File: src/pocs_cfg.svh
/*
  Constants of the power-on configuration sequencer: timing figures and counts.
  Assumes a 25 MHz mclk; included by the package and by pocs_seq.
*/
`ifndef POCS_CFG_SVH
`define POCS_CFG_SVH

// ----------------------------------------
// Clock and timing figures
// ----------------------------------------
`define POCS_CLK_MHZ 25
`define POCS_CFG_TIME_US 450
`define POCS_CFG_CYCLES (`POCS_CFG_TIME_US * `POCS_CLK_MHZ)
`define POCS_BANK_DELAY_US 2
`define POCS_BANK_CYCLES (`POCS_BANK_DELAY_US * `POCS_CLK_MHZ)
`define POCS_NUM_BANKS 4
`define POCS_NUM_PINS 8
`define POCS_CNT_W 16

`endif

File: src/pocs_pkg.sv
/*
  Types of the power-on configuration sequencer.
  Assumes pocs_cfg.svh is on the include path.
*/
`include "pocs_cfg.svh"

package pocs_pkg;

  // ----------------------------------------
  // Sequencer states, one-hot
  // ----------------------------------------
  typedef enum logic [4:0] {
    POCS_OFF = 5'h01,
    POCS_LOAD = 5'h02,
    POCS_CLEAR = 5'h04,
    POCS_WAIT_OE = 5'h08,
    POCS_USER = 5'h10
  } pocs_state_t;

endpackage : pocs_pkg

File: src/pocs_sync_if.sv
/*
  Interface carrying the synchronised supply indications between the
  synchroniser and the sequencer. Assumes one clock domain.
*/
`timescale 1ns/1ps
`default_nettype none

interface pocs_sync_if #(parameter int NB = 4);
  logic core_start;
  logic core_brownout;
  logic [NB-1:0] bank_good;
  modport src (output core_start, output core_brownout, output bank_good);
  modport dst (input core_start, input core_brownout, input bank_good);
endinterface : pocs_sync_if

`default_nettype wire

File: src/pocs_sync.sv
/*
  Two-flop synchroniser for the supply monitor indications.
  Assumes monitor levels may change at any time relative to mclk.
*/
`timescale 1ns/1ps
`default_nettype none

module pocs_sync
  import pocs_pkg::*;
#(
  parameter int NB = 4
) (
  input wire logic mclk,
  input wire logic rst_n,
  input wire logic clk_en,
  input wire logic core_start_raw,
  input wire logic core_brownout_raw,
  input wire logic [NB-1:0] bank_good_raw,
  pocs_sync_if.src sync
);

  typedef struct packed {
    logic [NB+1:0] meta;
    logic [NB+1:0] stable;
  } pocs_sync_st_t;

  pocs_sync_st_t st_reg;
  pocs_sync_st_t st_next;

  // ----------------------------------------
  // Two stages; only stage two is read
  // ----------------------------------------
  always_comb begin
    st_next = st_reg;
    if (clk_en) begin
      st_next.meta = {core_start_raw, core_brownout_raw, bank_good_raw};
      st_next.stable = st_reg.meta;
    end
  end

  // Register with sync reset to brown-out asserted, supplies not good
  always_ff @(posedge mclk) begin
    if (!rst_n) begin
      st_reg <= '{meta: {2'h1, {NB{1'b0}}}, stable: {2'h1, {NB{1'b0}}}};
    end else begin
      st_reg <= st_next;
    end
  end

  assign sync.core_start = st_reg.stable[NB+1];
  assign sync.core_brownout = st_reg.stable[NB];
  assign sync.bank_good = st_reg.stable[NB-1:0];

endmodule : pocs_sync

`default_nettype wire

File: src/pocs_seq.sv
/*
  Power-on configuration sequencer top: waits for the core supply, times
  the configuration copy, gates user mode on bank supplies, orders clear
  and output-enable release unless clear_pin_option holds clears into user mode, and restarts on core brown-out.
  Assumes qualified supply monitor levels and a free-running 25 MHz mclk;
  rst_n is held low by the core monitor while the core supply is not good.
*/
`timescale 1ns/1ps
`default_nettype none
`include "pocs_cfg.svh"

module pocs_seq
  import pocs_pkg::*;
#(
  parameter int NB = `POCS_NUM_BANKS,
  parameter int NP = `POCS_NUM_PINS,
  parameter int CNT_W = `POCS_CNT_W,
  parameter int CFG_CYCLES = `POCS_CFG_CYCLES,
  parameter int BANK_CYCLES = `POCS_BANK_CYCLES
) (
  input wire logic mclk,
  input wire logic rst_n,
  input wire logic clk_en,
  input wire logic core_start_raw,
  input wire logic core_brownout_raw,
  input wire logic [NB-1:0] bank_good_raw,
  input wire logic [NP-1:0] pad_over_bank,
  input wire logic clear_pin_option,
  input wire logic output_enable_pin_option,
  input wire logic ext_clear_n,
  input wire logic ext_output_enable,
  output logic supply_low_output_cutoff,
  output logic config_load,
  output logic user_mode,
  output logic reg_clear,
  output logic [NP-1:0] pin_oe,
  output logic [NP-1:0] pin_pullup_en
);

  // Refuse sizes that the counters or the pin vectors cannot serve
  if (NB < 1 || NP < 1 || CFG_CYCLES < 1 || BANK_CYCLES < 1 ||
      CFG_CYCLES >= (1 << CNT_W) || BANK_CYCLES >= (1 << CNT_W)) begin : g_param_check
    $error("pocs_seq: parameter out of range");
  end

  localparam logic [CNT_W-1:0] CFG_LAST = CNT_W'(CFG_CYCLES - 1);
  localparam logic [CNT_W-1:0] BANK_LAST = CNT_W'(BANK_CYCLES - 1);

  // ----------------------------------------
  // Synchronised monitor levels
  // ----------------------------------------
  pocs_sync_if #(.NB(NB)) sync ();

  pocs_sync #(.NB(NB)) u_sync (
    .mclk(mclk),
    .rst_n(rst_n),
    .clk_en(clk_en),
    .core_start_raw(core_start_raw),
    .core_brownout_raw(core_brownout_raw),
    .bank_good_raw(bank_good_raw),
    .sync(sync)
  );

  typedef struct packed {
    pocs_state_t state;
    logic [CNT_W-1:0] cfg_cnt;
    logic [CNT_W-1:0] bank_cnt;
    logic cfg_done;
    logic bank_ok;
    logic cutoff;
  } pocs_st_t;

  pocs_st_t st_reg;
  pocs_st_t st_next;

  logic all_banks;

  // Counter step, saturating at its last value
  function automatic logic [CNT_W-1:0] pocs_step(input logic [CNT_W-1:0] c,
                                                 input logic [CNT_W-1:0] last);
    pocs_step = (c == last) ? c : c + CNT_W'(1);
  endfunction : pocs_step

  assign all_banks = &sync.bank_good;

  // ----------------------------------------
  // Next-state logic
  // ----------------------------------------
  always_comb begin
    st_next = st_reg;
    if (clk_en) begin
      st_next.cutoff = sync.core_brownout || !all_banks;
      // Bank delay restarts whenever any bank drops
      if (!all_banks) begin
        st_next.bank_cnt = '0;
        st_next.bank_ok = 1'b0;
      end else begin
        st_next.bank_cnt = pocs_step(st_reg.bank_cnt, BANK_LAST);
        st_next.bank_ok = st_reg.bank_ok || (st_reg.bank_cnt == BANK_LAST);
      end
      case (st_reg.state)
        POCS_OFF: begin
          st_next.cfg_cnt = '0;
          st_next.cfg_done = 1'b0;
          if (sync.core_start && !sync.core_brownout) begin
            st_next.state = POCS_LOAD;
          end
        end
        POCS_LOAD: begin
          if (sync.core_brownout) begin
            st_next.state = POCS_OFF;
          end else begin
            st_next.cfg_cnt = pocs_step(st_reg.cfg_cnt, CFG_LAST);
            if (st_reg.cfg_cnt == CFG_LAST) begin
              st_next.cfg_done = 1'b1;
            end
            // Both the full time and the bank delay must be met
            if (st_reg.cfg_done && (st_reg.bank_ok || all_banks && st_reg.bank_cnt ==
                BANK_LAST)) begin
              st_next.state = POCS_CLEAR;
            end
          end
        end
        POCS_CLEAR: begin
          if (sync.core_brownout) begin
            st_next.state = POCS_OFF;
          end else if (!clear_pin_option || ext_clear_n) begin
            st_next.state = POCS_WAIT_OE;
          end else if (all_banks && (!output_enable_pin_option || ext_output_enable)) begin
            st_next.state = POCS_USER;
          end
        end
        POCS_WAIT_OE: begin
          if (sync.core_brownout) begin
            st_next.state = POCS_OFF;
          end else if (all_banks && (!output_enable_pin_option || ext_output_enable)) begin
            st_next.state = POCS_USER;
          end
        end
        POCS_USER: begin
          // Only the core supply can end user mode
          if (sync.core_brownout) begin
            st_next.state = POCS_OFF;
          end
        end
        default: begin
          st_next.state = POCS_OFF;
        end
      endcase
    end
  end

  // State register; reset is driven by the core supply monitor
  always_ff @(posedge mclk) begin
    if (!rst_n) begin
      st_reg <= '{state: POCS_OFF, cfg_cnt: '0, bank_cnt: '0,
                  cfg_done: 1'b0, bank_ok: 1'b0, cutoff: 1'b1};
    end else begin
      st_reg <= st_next;
    end
  end

  // ----------------------------------------
  // Outputs
  // ----------------------------------------
  logic in_user;
  logic clears_held;
  logic oe_allowed;

  assign in_user = (st_reg.state == POCS_USER);
  // With the clear option, clears persist in user mode until released
  assign clears_held = !(st_reg.state == POCS_WAIT_OE || in_user) ||
                       (clear_pin_option && !ext_clear_n);
  // Brown-out tri-states combinationally, without waiting a cycle
  assign oe_allowed = in_user && !sync.core_brownout && !st_reg.cutoff &&
                      (!output_enable_pin_option || ext_output_enable);

  assign supply_low_output_cutoff = st_reg.cutoff;
  assign config_load = (st_reg.state == POCS_LOAD);
  assign user_mode = in_user;
  assign reg_clear = clears_held;
  assign pin_oe = {NP{oe_allowed}} & ~pad_over_bank;
  assign pin_pullup_en = {NP{!in_user}};
endmodule : pocs_seq

`default_nettype wire

File: config.mk
export PLATFORM = sky130hd
export DESIGN_NAME = pocs_seq
export DESIGN_NICKNAME = d
export VERILOG_FILES = /design/src/pocs_pkg.sv /design/src/pocs_sync_if.sv /design/src/pocs_sync.sv /design/src/pocs_seq.sv
export VERILOG_INCLUDE_DIRS = /design/src /design/src/src
export SDC_FILE = /design/constraint.sdc
export NUM_CORES = 1
export LEC_CHECK = 0
export BUFFER_PORTS_ARGS = -buffer_cell sky130_fd_sc_hd__buf_2
export CAP_MARGIN = 20
export CORE_MARGIN = 2
export CORE_UTILIZATION = 30
export CTS_CLUSTER_DIAMETER = 30
export DETAILED_ROUTE_END_ITERATION = 8
export GPL_TIMING_DRIVEN = 0
export HOLD_SLACK_MARGIN = 0.1
export PLACE_DENSITY = 0.52
export SLEW_MARGIN = 40
export SYNTH_ARGS = -nofsm -noshare
export SYNTH_HDL_FRONTEND = slang
export SYNTH_SLANG_ARGS = --single-unit
File: constraint.sdc
create_clock -name mclk -period 1.7 [get_ports mclk]
set_input_delay 0.085 -clock mclk [delete_from_list [all_inputs] [get_ports mclk]]
set_output_delay 0.085 -clock mclk [all_outputs]
set_load 0.02 [all_outputs]
==> impl_metrics.json <==
{
  "status": "complete, but fails checks",
  "violations": "negative setup slack",
  "dp_slack_ns": -0.242,
  "layout-drive-gt1-share_pct": 39.1,
  "port_buffers": 38,
  "setup-violations-final": 31,
  "antenna_found_initial": 0,
  "synth_nets": 349,
  "startpoint_type": "register",
  "ys_top_cells_by_area": "dfxtp_1, mux2i_1, nor2_1",
  "worstSetupPathType": "register to output port",
  "grt_pass1_wl_um": 11200,
  "n_antenna_cell": 0,
  "avgRoutedWirePerCell_um": 13.0,
  "final_util_pct": 43.6,
  "rsz0062_at_grt": "true",
  "finalCriticalPeriod_ns": 2.03,
  "endpoint_kind": "output port",
  "num_vias": 2445,
  "synth-seq-cells": 52,
  "drc_errors": 0,
  "rrSetupSlack_ns": -0.10,
  "numCtsBuffers": 5,
  "met2_length_um": 3510,
  "clk_latency_ns": 0.31,
  "cts_tree": "yes",
  "peakVddDrop_v": 0.000420,
  "dp_hpwl_um": 4560,
  "fin_area_sq_mm": 0.00397,
  "layout.nets": 428,
  "drtIter0Drc": 57,
  "max-cap-violations": 0,
  "die_h_um": 100,
  "place_area_sq_mm": 0.00320,
  "grt_pass1_vias": 2396,
  "ys.flop_type": "dfxtp_1",
  "p_leak_nw": 1.48,
  "overflow": 0,
  "largest_register_ff_count": 39,
  "die_x_um": 100,
  "rows": 35,
  "met1_length_um": 3020,
  "cts_buffer_depth": 2,
  "place.gp.congestion": 0.782,
  "r2r-end": "st_reg[35]",
  "setup_ws_ns": -0.334,
  "r2r-start": "st_reg[4]",
  "synth_most_common_cell": "dfxtp_1",
  "reg2regPathDepth": 7,
  "yosys_warnings": 0,
  "yosys-top-cells-count": "dfxtp_1, nor2_1, nand2_1",
  "core-area_sq_mm": 0.00911,
  "fin_skew_ns": 0.00732,
  "mappedNetlistArea_sq_mm": 0.00276,
  "yosysTopAreaCell": "dfxtp_1",
  "crit_fanout": 8,
  "relSlewSlack_pct": 65.8,
  "start_util_pct": 30.3,
  "synthArstFlopShare_pct": 0,
  "cp_data_required_time_ns": 1.62,
  "clk_pin_slew_ns": 0.10,
  "maxUsedRoutingLayer": "met4",
  "final-max-slew-violation-count": 0,
  "tightest_slew_ns": 0.514,
  "fmax_ghz": 0.492,
  "drtPass1Iterations": 4,
  "drt-vias-per-instance": 4.75,
  "cts_htree_levels": 2,
  "grt_max_degree": 18,
  "ant_nets": 0,
  "synth_top_area_share_pct": 37.7,
  "holdCritStartpoint": "rst_n",
  "hold_class": "primary input to register",
  "totalPowerFinal_w": 0.00240,
  "cts_root_buffer": "clkbuf_8",
  "die-area_sq_mm": 0.0100,
  "hold_viol": 0,
  "areaGrowthSynthToFinish_pct": 43.6,
  "power_density_mw_per_mm2": 605,
  "post_synth_num_cell_types": 54,
  "hold_depth": 3,
  "ys_seq_area_share_pct": 37.7,
  "groute.usage.overall_pct": 13.8,
  "syn_inst": 324,
  "wl_um": 6690,
  "period_share_pct": 120,
  "met3WireLength_um": 102,
  "min_to": "st_reg[36]",
  "synth-edff-count": 0,
  "cts_sinks": 52,
  "boundaryPins": 41,
  "crit_arrival_ns": 1.95,
  "syn_avg_cell_area_sq_um": 8.53
}
routing by layer:
| metal | vias up | global-route usage, % |
|---|---|---|
| met5 | - | 0 |
| met4 | 0 | 3.69 |
| met3 | 7 | 2.79 |
| met2 | 11 | 25.1 |
| met1 | 1166 | 16.5 |
| li1 | 1261 | - |
through the flow:
| stage | instances | hold WS [ns] | setup TNS (ns) |
|---|---|---|---|
| finish | 515 | 0.185 | -3.50 |
| global route | 515 | 0.211 | -6.59 |
| CTS | 502 | 0.187 | -3.44 |
| detailed placement | 473 | 0.312 | -4.34 |
| global placement | 473 | 0.309 | -4.55 |
| floorplan | 324 | 0.198 | -1.51 |
worst max path at each step:
stage	startpoint	cells past startpoint	end
after floorplan	st_reg[37]	8	pin_oe[0]
after global placement	st_reg[3]	6	st_reg[39]
after detailed placement	st_reg[15]	5	st_reg[36]
after CTS	st_reg[37]	9	pin_oe[0]
after global routing	st_reg[37]	9	pin_oe[0]
final	st_reg[37]	9	pin_oe[0]
final cells by class:
cell class / instances / area, sq um
buffer: 20 / 143
inverter: 11 / 43.8
fill: 903 / 5140
clock buffer: 5 / 68.8
sequential: 52 / 1060
multi-input combinational: 239 / 1880
clock inverter: 3 / 46.3
timing repair buffer: 74 / 586
tap: 111 / 139
critical path, cell delays in order (launching register included):
cell and delay, ns:
dfxtp_2 0.33, buf_6 0.11, nor2_4 0.07, nand2_2 0.08, nor3_4 0.18, inv_4 0.04, or4_4 0.43, buf_12 0.17
nor2_4 0.10, buf_6 0.12
power breakdown:
group | internal (W) | total [W] | switching [W]
combinational | 0.000121 | 0.000255 | 0.000135
clock | 0.000444 | 0.000888 | 0.000444
sequential | 0.00123 | 0.00126 | 0.0000221
total | 0.00180 | 0.00240 | 0.000601
cells by family after synthesis:
| logic type | count (synthesis) | share of synthesized area, % |
|---|---|---|
| AND/OR/NAND/NOR | 160 | 30.3 |
| flip-flops | 52 | 37.7 |
| multiplexers | 22 | 8.01 |
| AO/OA/AOI/OAI | 29 | 8.33 |
| XOR/XNOR | 24 | 7.61 |
| adder cells (fa/ha/maj) | 4 | 1.81 |
| buffers and inverters | 33 | 6.25 |
layout by cell type (no fill, tap or decap), types with 3 or more instances in the layout:
master and instances:
nor2_1 41, dfxtp_1 41, buf_4 32, buf_2 28, buf_6 22, nand2_1 22
mux2i_1 21, nor2b_1 16, xor2_1 14, nand3_1 12, nand4_1 10, inv_1 9
nor2_4 9, xnor2_1 9, dfxtp_2 7, nor3_1 6, dlygate4sd3_1 6, clkbuf_8 5
nand2b_1 4, clkbuf_1 4, o211ai_1 4, dfxtp_4 4, or3_1 3, nor3_2 3
a21oi_2 3, o21ai_0 3
timing repair:
action                     4_1_cts  5_1_grt
cloned                           0        0
resized for setup               49       50
hold buffers                     6        0
setup buffers                   17       14
hold endpoints to repair         6        0
setup endpoints to repair       40       43
pin swaps                       16       16
Power figures use the tool's default switching activity.
